[config.mk]
export PLATFORM = sky130hd
export DESIGN_NAME = wrf_watchdog
export DESIGN_NICKNAME = d
export VERILOG_FILES = /design/src/inc/wrf_pkg.sv /design/src/logic/wrf_watchdog.sv
export SDC_FILE = /design/constraint.sdc
export NUM_CORES = 1
export LEC_CHECK = 0
export BUFFER_PORTS_ARGS = -buffer_cell sky130_fd_sc_hd__buf_2
export CORE_MARGIN = 5
export CORE_UTILIZATION = 35
export CTS_CLUSTER_SIZE = 16
export DETAILED_ROUTE_END_ITERATION = 6
export GPL_TIMING_DRIVEN = 0
export HOLD_SLACK_MARGIN = 0.02
export PLACE_DENSITY_LB_ADDON = 0.08
export SYNTH_ARGS = -nofsm -noshare
export SYNTH_HDL_FRONTEND = slang
export SYNTH_SLANG_ARGS = --single-unit
[constraint.sdc]
create_clock -name clk -period 3.45 [get_ports clk]
set_input_delay 0.1725 -clock clk [delete_from_list [all_inputs] [get_ports clk]]
set_output_delay 0.1725 -clock clk [all_outputs]
set_load 0.01 [all_outputs]
[src/inc/wrf_pkg.sv]
// Purpose: shared constants and carriers of the watchdog with reset-cause flags
// Assumes: 32-bit APB register access, byte addresses
// Notes: control and status layouts match the register bit order
`default_nettype none
package wrf_pkg;
	localparam logic [11:0] CTRL_ADDR = 12'h0_060;
	localparam logic [11:0] STAT_ADDR = 12'h0_064;
	localparam int ADDR_W = 12;
	localparam int DATA_W = 32;
	localparam int REG_W = 8;
	// time-out figures, in oscillator cycles
	localparam int DOG_BASE_CYC = 2048;
	localparam int DOG_MAX_CYC = 1048576;
	localparam logic [3:0] DOG_PS_LAST = 4'h9;
	localparam int DOG_CNT_W = 20;
	localparam int OSC_KHZ = 128;
	localparam int CLK_MHZ = 100;
	localparam int CE_WINDOW = 4;
	localparam logic [2:0] CE_CNT_W3 = 3'h4;
	localparam logic FUSE_PROGRAMMED = 1'b0;

	typedef struct packed {
		logic irq_flag;
		logic irq_en;
		logic ps_hi;
		logic change_en;
		logic reset_en;
		logic [2:0] ps_lo;
	} wrf_ctrl_s;

	typedef struct packed {
		logic [2:0] unused;
		logic debug_port;
		logic dog;
		logic supply_drop;
		logic pin;
		logic power_on;
	} wrf_stat_s;

	localparam wrf_ctrl_s CTRL_RST = 8'h00;
	localparam wrf_stat_s STAT_POR = 8'h01;

	typedef enum {
		WRF_STOPPED,
		WRF_IRQ,
		WRF_RESET,
		WRF_IRQ_RESET
	} wrf_mode_e;
endpackage
`default_nettype wire

[src/logic/wrf_watchdog.sv]
// Purpose: watchdog timer with interrupt/reset modes and reset-cause status flags
// Assumes: resetn is the power-on reset; other reset sources arrive as one-cycle pulses
// Notes: the slow oscillator arrives as a level and is sampled on clk
`timescale 1ns/10ps
`default_nettype none

module wrf_watchdog #(
	parameter int CNT_W = wrf_pkg::DOG_CNT_W
) (
	input wire logic clk,
	input wire logic resetn,
	input wire logic psel,
	input wire logic penable,
	input wire logic pwrite,
	input wire logic [wrf_pkg::ADDR_W-1:0] paddr,
	input wire logic [wrf_pkg::DATA_W-1:0] pwdata,
	output logic [wrf_pkg::DATA_W-1:0] prdata,
	output logic pready,
	output logic pslverr,
	input wire logic dog_osc_level,
	input wire logic dog_always_on_fuse,
	input wire logic global_irq_enable,
	input wire logic irq_vector_taken,
	input wire logic dog_restart,
	input wire logic debug_port_reset_in,
	input wire logic supply_drop_reset_in,
	input wire logic pin_reset_in,
	output logic dog_irq_req,
	output logic dog_sys_reset
);
	// the shifted period must fit the counter and stay inside an int
	if (CNT_W < wrf_pkg::DOG_CNT_W || CNT_W > 31) begin : g_bad_cnt_w
		$error("wrf_watchdog: CNT_W cannot hold the longest time-out");
	end
	// prescaler table and window length must agree with their limits
	if ((wrf_pkg::DOG_BASE_CYC << wrf_pkg::DOG_PS_LAST) != wrf_pkg::DOG_MAX_CYC) begin : g_bad_tbl
		$error("wrf_watchdog: prescaler table does not end at the longest period");
	end
	if (int'(wrf_pkg::CE_CNT_W3) != wrf_pkg::CE_WINDOW) begin : g_bad_win
		$error("wrf_watchdog: change window count disagrees with its length");
	end

	// change-window counter end points
	localparam logic [2:0] CE_LAST = 3'h1;
	localparam logic [2:0] CE_IDLE = 3'h0;

	// apb slave
	logic [wrf_pkg::DATA_W-1:0] prdata_r, prdata_nxt;
	logic pready_r, pready_nxt;
	logic pslverr_r, pslverr_nxt;
	logic setup, wr_ctrl, wr_stat, hit_ctrl, hit_stat;
	assign setup = psel && !penable;
	assign hit_ctrl = paddr == wrf_pkg::CTRL_ADDR;
	assign hit_stat = paddr == wrf_pkg::STAT_ADDR;
	assign wr_ctrl = psel && penable && pready_r && pwrite && hit_ctrl;
	assign wr_stat = psel && penable && pready_r && pwrite && hit_stat;

	// state
	wrf_pkg::wrf_ctrl_s ctrl_r, ctrl_nxt, ctrl_rd, wctl;
	wrf_pkg::wrf_stat_s stat_r, stat_nxt, wst;
	logic [2:0] ce_cnt_r, ce_cnt_nxt;
	logic [CNT_W-1:0] cnt_r, cnt_nxt, cnt_last;
	logic osc1_r, osc2_r, osc3_r;
	logic irq_r, irq_nxt, rst_r, rst_nxt;
	logic fuse_prog, reset_en_eff, irq_en_eff, any_reset, osc_edge, tmo, dog_rst;
	logic [3:0] ps_sel;
	wrf_pkg::wrf_mode_e mode;

	assign wctl = pwdata[wrf_pkg::REG_W-1:0];
	assign wst = pwdata[wrf_pkg::REG_W-1:0];
	assign fuse_prog = dog_always_on_fuse == wrf_pkg::FUSE_PROGRAMMED;
	assign reset_en_eff = ctrl_r.reset_en || stat_r.dog || fuse_prog;
	assign irq_en_eff = ctrl_r.irq_en && !fuse_prog;
	assign ps_sel = {ctrl_r.ps_hi, ctrl_r.ps_lo};

	always_comb begin
		unique case ({reset_en_eff, irq_en_eff})
			2'b00: mode = wrf_pkg::WRF_STOPPED;
			2'b01: mode = wrf_pkg::WRF_IRQ;
			2'b10: mode = wrf_pkg::WRF_RESET;
			2'b11: mode = wrf_pkg::WRF_IRQ_RESET;
		endcase
	end

	// time-out length; reserved codes run as the longest period
	always_comb begin
		if (ps_sel > wrf_pkg::DOG_PS_LAST) begin
			cnt_last = CNT_W'(wrf_pkg::DOG_MAX_CYC - 1);
		end else begin
			cnt_last = (CNT_W'(wrf_pkg::DOG_BASE_CYC) << ps_sel) - CNT_W'(1);
		end
	end

	// two-stage sampling, edge seen from the second stage on
	assign osc_edge = osc2_r && !osc3_r;
	assign tmo = osc_edge && mode != wrf_pkg::WRF_STOPPED && cnt_r == cnt_last;

	// fuse gives reset mode through reset_en_eff
	// pending flag at next time-out resets
	always_comb begin
		unique case (mode)
			wrf_pkg::WRF_RESET: dog_rst = tmo;
			wrf_pkg::WRF_IRQ_RESET: dog_rst = tmo && ctrl_r.irq_flag;
			default: dog_rst = 1'b0;
		endcase
	end
	assign any_reset = dog_rst || debug_port_reset_in || supply_drop_reset_in || pin_reset_in;

	// flag only rises when the time-out did not already turn into a reset
	logic irq_mode, irq_set, win_open;
	assign irq_mode = mode == wrf_pkg::WRF_IRQ || mode == wrf_pkg::WRF_IRQ_RESET;
	assign irq_set = tmo && irq_mode && !dog_rst;
	assign win_open = ctrl_r.change_en;

	always_comb begin
		ctrl_rd = ctrl_r;
		ctrl_rd.reset_en = reset_en_eff;
		ctrl_rd.irq_en = irq_en_eff;
	end

	// register file
	always_comb begin
		ctrl_nxt = ctrl_r;
		ce_cnt_nxt = ce_cnt_r;
		if (win_open) begin
			ce_cnt_nxt = ce_cnt_r - CE_LAST;
			if (ce_cnt_r == CE_LAST) begin
				ctrl_nxt.change_en = 1'b0;
			end
		end
		if (wr_ctrl) begin
			if (wctl.irq_flag) begin
				ctrl_nxt.irq_flag = 1'b0;
			end
			ctrl_nxt.irq_en = wctl.irq_en;
			if (wctl.reset_en) begin
				ctrl_nxt.reset_en = 1'b1;
			end
			// prescaler written, and reset_en cleared, only while window open
			if (win_open) begin
				ctrl_nxt.reset_en = wctl.reset_en;
				ctrl_nxt.ps_hi = wctl.ps_hi;
				ctrl_nxt.ps_lo = wctl.ps_lo;
				ctrl_nxt.change_en = 1'b0;
				ce_cnt_nxt = CE_IDLE;
			end
			if (wctl.change_en) begin
				ctrl_nxt.change_en = 1'b1;
				ce_cnt_nxt = wrf_pkg::CE_CNT_W3;
			end
		end
		// vector clears flag, and enable in combined mode
		if (irq_vector_taken) begin
			ctrl_nxt.irq_flag = 1'b0;
			if (mode == wrf_pkg::WRF_IRQ_RESET) begin
				ctrl_nxt.irq_en = 1'b0;
			end
		end
		if (irq_set) begin
			ctrl_nxt.irq_flag = 1'b1;
		end
		if (any_reset) begin
			ctrl_nxt = wrf_pkg::CTRL_RST;
			ce_cnt_nxt = CE_IDLE;
		end
	end

	always_comb begin
		stat_nxt = stat_r;
		// only a written zero clears power-on flag
		if (wr_stat) begin
			stat_nxt.debug_port = stat_r.debug_port && wst.debug_port;
			stat_nxt.dog = stat_r.dog && wst.dog;
			stat_nxt.supply_drop = stat_r.supply_drop && wst.supply_drop;
			stat_nxt.pin = stat_r.pin && wst.pin;
			stat_nxt.power_on = stat_r.power_on && wst.power_on;
		end
		if (debug_port_reset_in) begin
			stat_nxt.debug_port = 1'b1;
		end
		if (dog_rst) begin
			stat_nxt.dog = 1'b1;
		end
		if (supply_drop_reset_in) begin
			stat_nxt.supply_drop = 1'b1;
		end
		if (pin_reset_in) begin
			stat_nxt.pin = 1'b1;
		end
		stat_nxt.unused = 3'h0;
	end

	// restart on instruction, reset, stop or wrap
	always_comb begin
		cnt_nxt = cnt_r;
		if (dog_restart || any_reset || mode == wrf_pkg::WRF_STOPPED || tmo) begin
			cnt_nxt = '0;
		end else if (osc_edge) begin
			cnt_nxt = cnt_r + CNT_W'(1);
		end
	end

	always_comb begin
		irq_nxt = ctrl_nxt.irq_flag && ctrl_nxt.irq_en && !fuse_prog && global_irq_enable;
		rst_nxt = dog_rst;
	end

	always_comb begin
		pready_nxt = setup;
		pslverr_nxt = setup && !(hit_ctrl || hit_stat);
		prdata_nxt = prdata_r;
		if (setup) begin
			prdata_nxt = '0;
			if (hit_ctrl) begin
				prdata_nxt[wrf_pkg::REG_W-1:0] = ctrl_rd;
			end else if (hit_stat) begin
				prdata_nxt[wrf_pkg::REG_W-1:0] = stat_r;
			end
		end
	end

	// control register and change window
	always_ff @(posedge clk or negedge resetn) begin
		if (!resetn) begin
			ctrl_r <= wrf_pkg::CTRL_RST;
			ce_cnt_r <= CE_IDLE;
		end else begin
			ctrl_r <= ctrl_nxt;
			ce_cnt_r <= ce_cnt_nxt;
		end
	end

	// reset causes survive every reset but the power-on one
	always_ff @(posedge clk or negedge resetn) begin
		if (!resetn) begin
			// power-on sets only its own flag
			stat_r <= wrf_pkg::STAT_POR;
		end else begin
			stat_r <= stat_nxt;
		end
	end

	// time-out counter
	always_ff @(posedge clk or negedge resetn) begin
		if (!resetn) begin
			cnt_r <= '0;
		end else begin
			cnt_r <= cnt_nxt;
		end
	end

	// oscillator sampling; the third stage only serves the edge detector
	always_ff @(posedge clk or negedge resetn) begin
		if (!resetn) begin
			osc1_r <= 1'b0;
			osc2_r <= 1'b0;
			osc3_r <= 1'b0;
		end else begin
			osc1_r <= dog_osc_level;
			osc2_r <= osc1_r;
			osc3_r <= osc2_r;
		end
	end

	// request and reset outputs
	always_ff @(posedge clk or negedge resetn) begin
		if (!resetn) begin
			irq_r <= 1'b0;
			rst_r <= 1'b0;
		end else begin
			irq_r <= irq_nxt;
			rst_r <= rst_nxt;
		end
	end

	// bus answer, one access cycle after setup
	always_ff @(posedge clk or negedge resetn) begin
		if (!resetn) begin
			prdata_r <= '0;
			pready_r <= 1'b0;
			pslverr_r <= 1'b0;
		end else begin
			prdata_r <= prdata_nxt;
			pready_r <= pready_nxt;
			pslverr_r <= pslverr_nxt;
		end
	end

	assign prdata = prdata_r;
	assign pready = pready_r;
	assign pslverr = pslverr_r;
	assign dog_irq_req = irq_r;
	assign dog_sys_reset = rst_r;
endmodule
`default_nettype wire

======== Word-level counts from Yosys, hierarchy flattened ========
Cells that the tools add are included.
Widths: inputs -> output; s select.
storage, ports and cells
  flip-flop bits (word level) ............. 51
  bits in latches ......................... 0
  memory bits (writable) .................. 0
  memory bits (read-only) ................. 0
  input port bits ......................... 57
  output and inout bits ................... 36
  word-level logic and storage cells ...... 115
  memories ................................ 0
operators by class
  $add $sub $neg .......................... 3
  multipliers ............................. 0
  div/mod/pow operators ................... 0
  $lt $le $gt $ge ......................... 1
  equal/unequal tests ..................... 11
  shift-type cells ........................ 1
  multiplexer cells ....................... 28
  bitwise operators ....................... 1
  reductions and logical operators ........ 49
operators with widths
  cell                   count
  $pmux 32 s4            1
  $eq 32x2->1 const B    3
  $mux 20                3
  $eq 32x3->1 const B    1
  $logic_not 32->1       1
  $reduce_bool 32->1     1
  $eq 12x7->1 const B    2
  $mux 8                 3
  $logic_and 1x1->1      22
  $add 20x1->20 const B  1
  $eq 20x20->1           1
  $shl 12x4->20 const A  1
  $sub 20x2->20 const B  1
  $mux 3                 5
  $reduce_bool 2->1      7
  $mux 1                 11
  $logic_or 1x1->1       10
  $mux 5                 2
  $mux 6                 1
  $eq 2x2->1 const B     2
  $gt 4x4->1 const B     1
  $logic_not 1->1        4
  $reduce_and 2->1       2
  $eq 3x1->1 const B     1
  7 further kinds        7

======== Logic depth before layout (Yosys ltp) ========
Gate-level depths: netlist of run 1.
  word-level depth ........................ 16
  depth in mapped cells ................... 12
  mapped depth without buffers ............ 9

======== Worst setup path after synthesis of run 1 ========
OpenSTA, ideal clock, no wires.
  kind .................................... flip-flop to flip-flop
  start ................................... register ctrl_r[2] (netlist bit)
  end ..................................... register ce_cnt_r[0]
  library setup time ...................... 0.134 ns
  data arrival time ....................... 2.674 ns
  required time ........................... 3.316 ns
  path slack .............................. 0.641 ns
  stages on the path, launching flop included .. 13
  buffers on the path ..................... 3
  clock period less this slack ............ 2.809 ns
  cells stage by stage .................... dfrtp_1 buf_2 nor2_1 nand2_1 ha_1 buf_2 mux2_2 nor2_1 a211oi_1 or4b_4 nor4_4 buf_6 nor3_1
between the ends
  word-level cells in the longest chain between the ends .. 11
  elaborated cells on any way between the ends .. 12
  classes of those cells .................. add/sub (1); order compare (1); eq/ne (1); shift (1); mux (3); reduce/logical (5)
RTL lines
  item                              RTL line             source
  from (decl)                       wrf_watchdog.sv:59   wrf_pkg::wrf_ctrl_s ctrl_r, ctrl_nxt, ctrl_rd, wctl;
  from (signal assigned)            wrf_watchdog.sv:225  ctrl_r <= wrf_pkg::CTRL_RST;
  from (signal assigned)            wrf_watchdog.sv:228  ctrl_r <= ctrl_nxt;
  $shl 12x4->20                     wrf_watchdog.sv:90   cnt_last = (CNT_W'(wrf_pkg::DOG_BASE_CYC) << ps_sel) - CNT_W'(1);
  $sub 20x2->20                     wrf_watchdog.sv:90
  $mux 20 *                         wrf_watchdog.sv:87   if (ps_sel > wrf_pkg::DOG_PS_LAST) begin
  $eq 20x20->1 *                    wrf_watchdog.sv:96   assign tmo = osc_edge && mode != wrf_pkg::WRF_STOPPED && cnt_r == cnt_last;
  $logic_and 1x1->1 *               wrf_watchdog.sv:96
  $logic_and 1x1->1                 wrf_watchdog.sv:103  wrf_pkg::WRF_IRQ_RESET: dog_rst = tmo && ctrl_r.irq_flag;
  $pmux 1 s2 *                      wrf_watchdog.sv:101  unique case (mode)
  named net dog_rst                 wrf_watchdog.sv:65   logic fuse_prog, reset_en_eff, irq_en_eff, any_reset, osc_edge, tmo, dog_rst;
  $logic_or 1x1->1 * (3 in series)  wrf_watchdog.sv:107  assign any_reset = dog_rst || debug_port_reset_in || supply_drop_reset_in || pin_reset_in;
  $mux 3 *                          wrf_watchdog.sv:162  if (any_reset) begin
  named net ce_cnt_nxt[0]           wrf_watchdog.sv:61   logic [2:0] ce_cnt_r, ce_cnt_nxt;
  to (signal assigned)              wrf_watchdog.sv:229  ce_cnt_r <= ce_cnt_nxt;
  to (decl)                         wrf_watchdog.sv:61
The timed path passes the listed nets; every way through them passes the cells marked *.
A chain may end at the register's enable or synchronous reset.

======== Final worst setup path of run 1 ========
  start ................................... register ctrl_r[5] (netlist bit)
  end ..................................... register ctrl_r[1] (netlist bit)
between the ends
  word-level cells in the longest chain between the ends .. 12
  elaborated cells on any way between the ends .. 15
  classes of those cells .................. add/sub (1); order compare (1); eq/ne (1); shift (1); mux (3); reduce/logical (8)
RTL lines
  item                              RTL line
  $shl 12x4->20                     wrf_watchdog.sv:90
  $sub 20x2->20                     wrf_watchdog.sv:90
  $mux 20 *                         wrf_watchdog.sv:87
  $eq 20x20->1 *                    wrf_watchdog.sv:96
  $logic_and 1x1->1 *               wrf_watchdog.sv:96
  $logic_and 1x1->1                 wrf_watchdog.sv:103
  $pmux 1 s2 *                      wrf_watchdog.sv:101
  named net dog_rst                 wrf_watchdog.sv:65
  $logic_or 1x1->1 * (3 in series)  wrf_watchdog.sv:107
  $reduce_bool 2->1 (no line)       -
  $reduce_and 2->1 (no line)        -
Marked as above.

==> metrics.cfg, run 1 <==
[sta]
hold_viol=0
setup_tns_ps=0
finalMaxSlewViolations=0
fmax_mhz=312.6
period_needed_ps=3199
finalCritPeriodShare_pct=92.74
relSlewSlack_pct=21.95
tightest_slew_ps=1171
worst_hold_slack_ps=67.41
finClkSkew_ps=10.26
rsz0062_at_grt=no
finalSetupViolations=0

[place]
gp_congestion=0.7258
placedCellCount=501
port_buffers=44
dp_hpwl_um=5317

[worst_setup_path]
regToRegEndpoint=ctrl_r[1]
path_class=register to register
crit_buf_inv=3
endpoint_kind=register
cp-endpoint=ctrl_r[1]
cp.required_ps=3630
cpPeakStageDelay_ps=580
arrival_ps=3380
cp_slowest_cell=or4b_4
startpoint_type=register
cp_top_family=simple AND/OR/NAND/NOR gates
worstSetupStartpoint=ctrl_r[5]
regToRegSetupSlack_ps=250
path_max_fanout=10
crit_cells=12
cp_cell_sequence=buf_2, nor2_1, nand2_1, ha_1, buf_2, mux2_2, nor2_1, a211oi_1, or4b_4, nor4_4, buf_6, nor3_1
reg2reg_depth=12
r2r-start=ctrl_r[5]

[global_routing]
grt_pass1_wl_um=12080
grt_max_degree=52
grt_usage_pct=14.44
gr-total-overflow=0
grt_pass1_vias=2495
antenna_found_initial=0

[detailed_routing]
route.detailed.drc=0
vias=2487
firstDrtPassIters=4
viasPerCell=4.876
drt.antenna.violating_nets=0
drt_iter0_markers=72
wire_per_inst_um=13.87
drt_wl_total_um=7072

[clock_tree]
cts.hold.buffers_added=1
cts.sinks=51
postCtsSetupBuffers=0
cts_buffers=5
clock_latency_ps=310
htree_levels=2
cts_tree=done
clk_path_buf_depth=2
cts_resized=0
clockRootBuffer=clkbuf_8
cts.clk_slew.worst_paths_ps=100

[yosys]
netlist_instances=329
syn_avg_cell_area_um2=9.173
synthDistinctLibCells=56
synth_edf_count=0
yosysWarnings=0
synth_area_mm2=0.003018
ys_seq_elements=51
yosysSeqAreaShare_pct=42.33
async_flop_share_pct=100.0
synthFlopType=dfrtp_1

[floorplan]
die_area_mm2=0.01058
fp.dieW_um=102.9
coreArea_mm2=0.008299
ios=93
start_util_pct=36.36
chipHeight_um=102.9
rows=33

[finish]
fill_cells=835
n_antenna_cell=0
register_area_mm2=0.001277
nets=466
drive_gt1_share_pct=23.46
area_growth_pct=18.12
instances_no_fill=510
multi_input_area_mm2=0.001509

[power_and_ir_drop]
powerDensity_mw_per_mm2=298.5
peakVddDrop_uv=179.1
power_leakage_nw=1.582

[worst_hold_path]
min_path_type=input port to register

[run_status]
status=finished, final reports clean

[flow_run]
drv_cap=0

-- worst min-delay path by stage --
stage                                    start     endpoint  cells after the start
final                             pin_reset_in    stat_r[1]                      2
after global routing      supply_drop_reset_in    stat_r[2]                      2
after CTS                         pin_reset_in    stat_r[1]                      2
after detailed placement         dog_osc_level       osc1_r                      1
after global placement           dog_osc_level       osc1_r                      1
after floorplan                         resetn  ce_cnt_r[0]                      0
-- cell type report --
cell class                 count  share of cell area, %
multi-input combinational    247                  42.33
sequential                    51                  35.84
buffer                        41                  7.547
timing repair buffer          45                  6.458
tap                          105                  3.686
clock buffer                   6                  2.317
inverter                      13                  1.369
clock inverter                 2                 0.4563
-- logic make-up (layout without fill, tap and decap cells) --
| kind of cell | after synthesis | count (layout) | synth area share [%] |
|---|---|---|---|
| DFF | 51 | 51 | 42.33 |
| AOI/OAI and AO/OA | 48 | 48 | 9.909 |
| muxes | 8 | 8 | 2.695 |
| and+or+nand+nor | 143 | 143 | 26.82 |
| other | 1 | 24 | 0.1243 |
| adders and majority gates | 5 | 5 | 2.073 |
| buffers and inverters | 54 | 107 | 10.53 |
| xor gates and xnor gates | 19 | 19 | 5.514 |
-- per-layer routing --
metal  GRT usage, %  share of wire [%]  up-vias
li1               -                  -     1259
met4          3.785               0.99        0
met1          19.43                 47     1167
met3          2.639                5.0        6
met5              0                  0        -
met2          24.03                 47       55
-- layout by cell type, fill, tap and decap left out, types with 7 or more instances in the layout --
cell type and n:
dfrtp_1 50, buf_2 48, nor3_1 33, nand2_1 27
buf_4 25, conb_1 24, nor2_1 21, o21ai_0 19
inv_1 13, xnor2_1 10, nand4_1 9, xor2_1 9
or3_1 8, clkbuf_1 8, nand2b_1 7, mux2i_1 7
-- cell usage after synthesis (2+ instances only) --
library cell  count  area, um^2
a211oi_1          4       30.03
a21boi_0          2       15.01
a21oi_1           4       20.02
a22oi_1           5       37.54
a31oi_1           5       31.28
and2_1            3       18.77
and3_1            2       12.51
buf_2             4       20.02
buf_4            25       187.7
buf_6             2       22.52
clkbuf_1          8       30.03
dfrtp_1          50        1251
ha_1              5       62.56
inv_1            13       48.80
mux2i_1           7       70.07
nand2_1          27       101.4
nand2b_1          7       43.79
nand3_1           6       30.03
nand3b_1          3       22.52
nand4_1           9       56.30
nand4bb_1         2       22.52
nor2_1           21       78.83
nor2b_1           2       12.51
nor3_1           33       165.2
nor4b_1           4       35.03
o21ai_0          19       95.09
or2_2             2       12.51
or3_1             8       50.05
or4_1             3       22.52
xnor2_1          10       87.58
xor2_1            9       78.83
-- metrics by stage --
| stage | utilization [%] | setup WS [ps] | instance area [um^2] | power, mW |
|---|---|---|---|---|
| 2_1_floorplan | - | 641.2 | 3104 | 0.6600 |
| 3_3_place_gp | 41.64 | 280.5 | 3456 | 0.6993 |
| 3_5_place_dp | 41.64 | 280.1 | 3456 | 0.6997 |
| 4_1_cts | 42.95 | 255.2 | 3565 | 1.081 |
| 5_1_grt | 42.95 | 34.54 | 3565 | 1.124 |
| 6_report | 42.95 | 250.6 | 3565 | 1.064 |
-- power breakdown --
part           internal, mW  total (mW)  switching (mW)
sequential            0.600       0.601        0.000894
combinational        0.0380      0.0865          0.0485
clock                 0.164       0.376           0.212
total                 0.803        1.06           0.261
-- sequential cells by signal (all words and copies together), names as in the netlist --
| register | count |
|---|---|
| dog_sys_reset | 1 |
| win_open | 1 |
| dog_irq_req | 1 |
| pslverr | 1 |
| ce_cnt_r | 3 |
| pready | 1 |
| osc2_r | 1 |
| stat_r | 5 |
| ctrl_r | 7 |
| osc1_r | 1 |
| prdata | 8 |
| cnt_r | 20 |
| osc3_r | 1 |
No activity file was read; power rests on OpenSTA's default activity.
==> run 2, diff against run 1 <==
Settings changed: MAX_ROUTING_LAYER set to met4.
==> run 2 against run 1 <==
  * Critical path depth is the same
  * Largest power group unchanged
  * Sequential cell count is the same
  * Setup slack gained 6.1 ps
  * Register-to-register slack is essentially flat
  * Routed wire length shrank 0.20%
  * Cell count is the same
  * Cell area is the same
  * Clock power is essentially flat
  * Die area is the same
  * Critical endpoint unchanged
  * Clock skew shrank 0.96 ps
==> metrics.cfg, run 2 (synthesis gave the netlist of run 1 again) <==
[run_status]
status=finished, final reports clean

[detailed_routing]
firstDrtPassIters=4  ; unchanged
drt_wl_total_um=7058  ; -0.20%
drt.antenna.violating_nets=0  ; unchanged
wire_per_inst_um=13.84  ; -0.20%
vias=2474  ; -0.52%
drt_iter0_markers=70  ; -2.8%
route.detailed.drc=0  ; unchanged
viasPerCell=4.851  ; -0.52%

[sta]
hold_viol=0  ; unchanged
period_needed_ps=3193  ; -6.104 ps
tightest_slew_ps=1174  ; +3.399 ps
setup_tns_ps=0  ; unchanged
finalSetupViolations=0  ; unchanged
finalMaxSlewViolations=0  ; unchanged
fmax_mhz=313.2  ; +0.19%
finalCritPeriodShare_pct=92.56  ; -0.18 points
finClkSkew_ps=9.294  ; -0.9625 ps
relSlewSlack_pct=21.72  ; -0.23 points
rsz0062_at_grt=no

[clock_tree]
cts_buffers=5  ; unchanged
cts_resized=0  ; unchanged
cts.clk_slew.worst_paths_ps=100  ; about the same
cts.sinks=51  ; unchanged
clockRootBuffer=clkbuf_8
cts_tree=done
cts.hold.buffers_added=1  ; unchanged
postCtsSetupBuffers=0  ; unchanged
clock_latency_ps=310  ; about the same
clk_path_buf_depth=2  ; unchanged
htree_levels=2  ; unchanged

[finish]
drive_gt1_share_pct=23.46  ; unchanged
final_cell_mix=dfrtp_1 (50), buf_2 (48), nor3_1 (33), nand2_1 (27), buf_4 (25)
largest-register=cnt_r
design_area_mm2=0.003565  ; unchanged
n_antenna_cell=0  ; unchanged
area_growth_pct=18.12  ; unchanged
nets=466  ; unchanged
layout_commonest_cell=dfrtp_1
largest_register_ffs=20  ; unchanged

[worst_setup_path]
worstSetupStartpoint=ctrl_r[5]
regToRegEndpoint=ctrl_r[1]
path_class=register to register
arrival_ps=3370  ; about the same
regToRegSetupSlack_ps=260  ; about the same
endpoint_kind=register
reg2reg_depth=12  ; unchanged
startpoint_type=register
cp.required_ps=3630  ; about the same
path_max_fanout=10  ; unchanged
cp-endpoint=ctrl_r[1]
r2r-start=ctrl_r[5]

[place]
port_buffers=44  ; unchanged
dp_hpwl_um=5317  ; unchanged
placed_area_mm2=0.003456  ; unchanged
gp_congestion=0.7345  ; +1.2%

[floorplan]
coreArea_mm2=0.008299  ; unchanged
chipHeight_um=102.9  ; unchanged
ios=93  ; unchanged
start_util_pct=36.36  ; unchanged
rows=33  ; unchanged
die_area_mm2=0.01058  ; unchanged
fp.dieW_um=102.9  ; unchanged

[worst_hold_path]
min_path_type=input port to register
min_from=pin_reset_in

[power_and_ir_drop]
combPwrFrac_pct=8.1  ; about the same
powerDensity_mw_per_mm2=298.2  ; about the same
p_sw_mw=0.2605  ; -0.38%
power_frac_seq_pct=56.6  ; about the same
internal_power_mw=0.8026  ; about the same
power_leakage_nw=1.582  ; unchanged
p_clk_share_pct=35.3  ; about the same
switching_share_pct=24.50  ; -0.069 points
peakVddDrop_uv=178.1  ; -0.57%

[global_routing]
grt_pass1_vias=2500  ; +0.20%
antenna_found_initial=0  ; unchanged
grt_usage_pct=14.89  ; +0.45 points
gr-total-overflow=0  ; unchanged
grt_max_degree=52  ; unchanged
grt_pass1_wl_um=12100  ; +0.17%

[flow_run]
drv_cap=0  ; unchanged

==> run 2: cell counts in the layout (fill, tap and decap cells not counted) <==
Identical to the previous run, type by type.
==> run 2: worst min-delay path by stage <==
stage	end	slack, ps	depth (start not counted)
after CTS	stat_r[1]	60	2
after global placement	osc1_r	280	1
final	stat_r[1]	70	2
after detailed placement	osc1_r	280	1
after global routing	stat_r[2]	60	2
after floorplan	ce_cnt_r[0]	-120	0
==> run 2: critical path, cell delays in order (launching register included) <==
cell	delay, ps
dfrtp_1	460
buf_2	230
nor2_1	140
nand2_1	90
ha_1	210
buf_2	170
mux2_2	280
nor2_1	130
a211oi_1	100
or4b_4	580
nor4_4	390
buf_6	210
nor3_1	60
==> run 2: final cells by class <==
type	instances	area, um^2
multi-input combinational	247	1509
sequential	51	1277
clock buffer	6	82.58
tap	105	131.4
timing repair buffer	45	230.2
buffer	41	269.0
clock inverter	2	16.27
inverter	13	48.80
fill	835	4735
==> run 2: metal layers <==
metal  vias up  global-route usage, %  part of all wire (%)  wire length, um
met4         0                  3.785                   1.0               71
met3         6                  2.639                   5.0              350
met2        57                  24.03                    46             3268
met1      1149                  19.47                    48             3367
li1       1262                      -                     -                -
met5         -                      -                     0                0
==> run 2: per-stage QoR <==
step                      instances  utilization, %  setup slack [ps]  hold slack [ps]  power, mW
after floorplan                 352               -             641.2           -123.1     0.6600
after global placement          501           41.64             280.5            280.3     0.6993
after detailed placement        501           41.64             280.1            281.8     0.6997
after CTS                       510           42.95             255.2            62.03      1.081
after global routing            510           42.95             34.54            59.38      1.125
final                           510           42.95             256.7            67.34      1.063
==> run 2: power by group through the flow <==
stage | Combinational [mW] | Sequential [mW] | Clock [mW]
6_report | 0.0866 | 0.601 | 0.375
5_1_grt | 0.0982 | 0.602 | 0.425
4_1_cts | 0.0876 | 0.601 | 0.392
3_5_place_dp | 0.0866 | 0.613 | 0
3_3_place_gp | 0.0862 | 0.613 | 0
2_1_floorplan | 0.0462 | 0.614 | 0
==> run 3, diff against run 2 <==
Settings changed: CORE_ASPECT_RATIO set to 0.8, CORE_UTILIZATION 35 to 48.
==> run 3 against run 2 <==
  * Worst hold slack is essentially flat
  * Non-clock buffer count is the same
  * Global-route usage grew 3.5 points
  * Register-to-register slack gained 50 ps
  * Cell area shrank 0.63%
  * Largest cell class unchanged
  * Largest power group unchanged
  * Highest routed layer unchanged
==> metrics.cfg, run 3 (synthesis gave the netlist of run 1 again) <==
[detailed_routing]
vias=2505  ; +1.3%
top_layer=met4
firstDrtPassIters=4  ; unchanged
route.met3.wl_um=357  ; +2.0%
viasPerCell=5.154  ; +6.3%
drt_wl_total_um=6794  ; -3.7%
drt_iter0_markers=128  ; +83%
wire_per_inst_um=13.98  ; +1.0%
wl_met1_um=3434  ; +2.0%
drt.antenna.violating_nets=0  ; unchanged
route.detailed.drc=0  ; unchanged
wl_met2_um=2967  ; -9.2%

[clock_tree]
cts_buffers=5  ; unchanged
clock_latency_ps=300  ; about the same
htree_levels=2  ; unchanged
cts_resized=0  ; unchanged
cts.hold.buffers_added=1  ; unchanged
cts_tree=done
cts.clk_slew.worst_paths_ps=90  ; about the same
postCtsSetupBuffers=0  ; unchanged
cts.sinks=51  ; unchanged
clockRootBuffer=clkbuf_8
clk_path_buf_depth=2  ; unchanged

[worst_setup_path]
arrival_ps=3320  ; -50 ps
regToRegSetupSlack_ps=300  ; +50 ps
cp_slowest_cell=or4b_4
cp-endpoint=ctrl_r[1]
path_max_fanout=10  ; unchanged
cp_cell_sequence=buf_2, nor2_1, nand2_1, ha_1, buf_2, mux2_2, nor2_1, a211oi_1, or4b_4, nor4_4, buf_6, nor3_1
r2r-start=ctrl_r[5]
endpoint_kind=register
worstSetupStartpoint=ctrl_r[5]
reg2reg_depth=12  ; unchanged
cp.required_ps=3620  ; about the same
cpPeakStageDelay_ps=580  ; about the same
startpoint_type=register
path_class=register to register
regToRegEndpoint=ctrl_r[1]

[sta]
finalCritPeriodShare_pct=91.22  ; -1.3 points
tightest_slew_ps=1135  ; -39.55 ps
period_needed_ps=3147  ; -46.09 ps
fmax_mhz=317.7  ; +1.5%
hold_viol=0  ; unchanged
relSlewSlack_pct=24.36  ; +2.6 points
finalMaxSlewViolations=0  ; unchanged
setup_tns_ps=0  ; unchanged
rsz0062_at_grt=no
finClkSkew_ps=6.313  ; -2.982 ps
fin_ws_ps=302.8  ; +46.09 ps
finalSetupViolations=0  ; unchanged

[floorplan]
ios=93  ; unchanged
chipHeight_um=80.92  ; -21%
rows=25  ; -24%
coreArea_mm2=0.006006  ; -28%
start_util_pct=50.25  ; +14 points
die_area_mm2=0.007983  ; -25%
fp.dieW_um=98.65  ; -4.1%

[finish]
largest_register_ffs=20  ; unchanged
area_growth_pct=17.37
n_antenna_cell=0  ; unchanged
layout_commonest_cell=dfrtp_1
nets=466  ; unchanged
final_cell_mix=dfrtp_1 (50), buf_2 (48), nor3_1 (33), nand2_1 (27), buf_4 (25)
largest-register=cnt_r
drive_gt1_share_pct=22.96  ; -0.49 points

[place]
port_buffers=44  ; unchanged
dp_hpwl_um=5132  ; -3.5%
place_ws_ps=329.6  ; +49.51 ps
gp_congestion=0.8505  ; +16%

[global_routing]
antenna_found_initial=0  ; unchanged
grt_pass1_vias=2421  ; -3.2%
grt_pass1_wl_um=11520  ; -4.8%
gr-total-overflow=0  ; unchanged
grt_usage_pct=18.34  ; +3.5 points
grt_max_degree=52  ; unchanged

[worst_hold_path]
min_path_type=input port to register
min_delay_path_depth=2  ; unchanged

[power_and_ir_drop]
powerDensity_mw_per_mm2=311.1  ; +4.3%
power_leakage_nw=1.587  ; +0.32%
peakVddDrop_uv=200.7  ; +13%

[run_status]
status=finished, final reports clean

[flow_run]
drv_cap=0  ; unchanged

run 3: cell count changes in the layout (fill, tap and decap cells not counted), sizes merged:
cell,delta
clkinvlp,-1
clkinv,-1
clkbuf,+1
bufinv,+1
run 3: final cells by class:
class / count / area (um^2)
plain buffers: 41 / 269.0
clock buffers: 7 / 76.32
clock inverters: 1 / 30.03
fillers: 548 / 2464
inverters: 13 / 48.80
multi-input cells: 247 / 1509
flip-flops and latches: 51 / 1277
well taps: 81 / 101.3
repair buffers: 45 / 230.2
run 3: critical path: cells and delay by family, from the launching register on:
kind | cells | cell delay (ps)
AO/OA/AOI/OAI | 1 | 100
adder cells (fa/ha/maj) | 1 | 210
buffers and inverters | 3 | 600
flip-flops | 1 | 460
multiplexers | 1 | 280
AND/OR/NAND/NOR | 6 | 1360
run 3: power breakdown:
part	switching, mW	total (mW)	leakage (nW)	internal [mW]
combinational	0.0481	0.0861	0.851	0.0380
clock	0.197	0.415	0.0524	0.217
sequential	0.000982	0.601	0.684	0.600
total	0.246	1.10	1.59	0.856
run 3: worst min path at each step:
stage | from | endpoint | slack, ps
global route | debug_port_reset_in | stat_r[4] | 70
finish | debug_port_reset_in | stat_r[4] | 70
detailed placement | dog_osc_level | osc1_r | 290
floorplan | resetn | ce_cnt_r[0] | -120
global placement | dog_osc_level | osc1_r | 280
CTS | debug_port_reset_in | stat_r[4] | 60
run 3: layer usage:
layer	vias to the layer above	track usage, %
met5	-	-
met3	4	3.176
met1	1174	25.92
met4	0	3.274
li1	1261	-
met2	66	28.27
run 3: through the flow:
stage | cell area (um^2) | utilization (%) | hold WS, ps | power [mW] | std cells
2_1_floorplan | 3104 | - | -123.1 | 0.6600 | 352
5_1_grt | 3542 | 58.98 | 70.45 | 1.148 | 486
4_1_cts | 3542 | 58.98 | 64.11 | 1.108 | 486
3_5_place_dp | 3426 | 57.04 | 286.3 | 0.6978 | 477
6_report | 3542 | 58.98 | 67.39 | 1.102 | 486
3_3_place_gp | 3426 | 57.04 | 281.2 | 0.6975 | 477
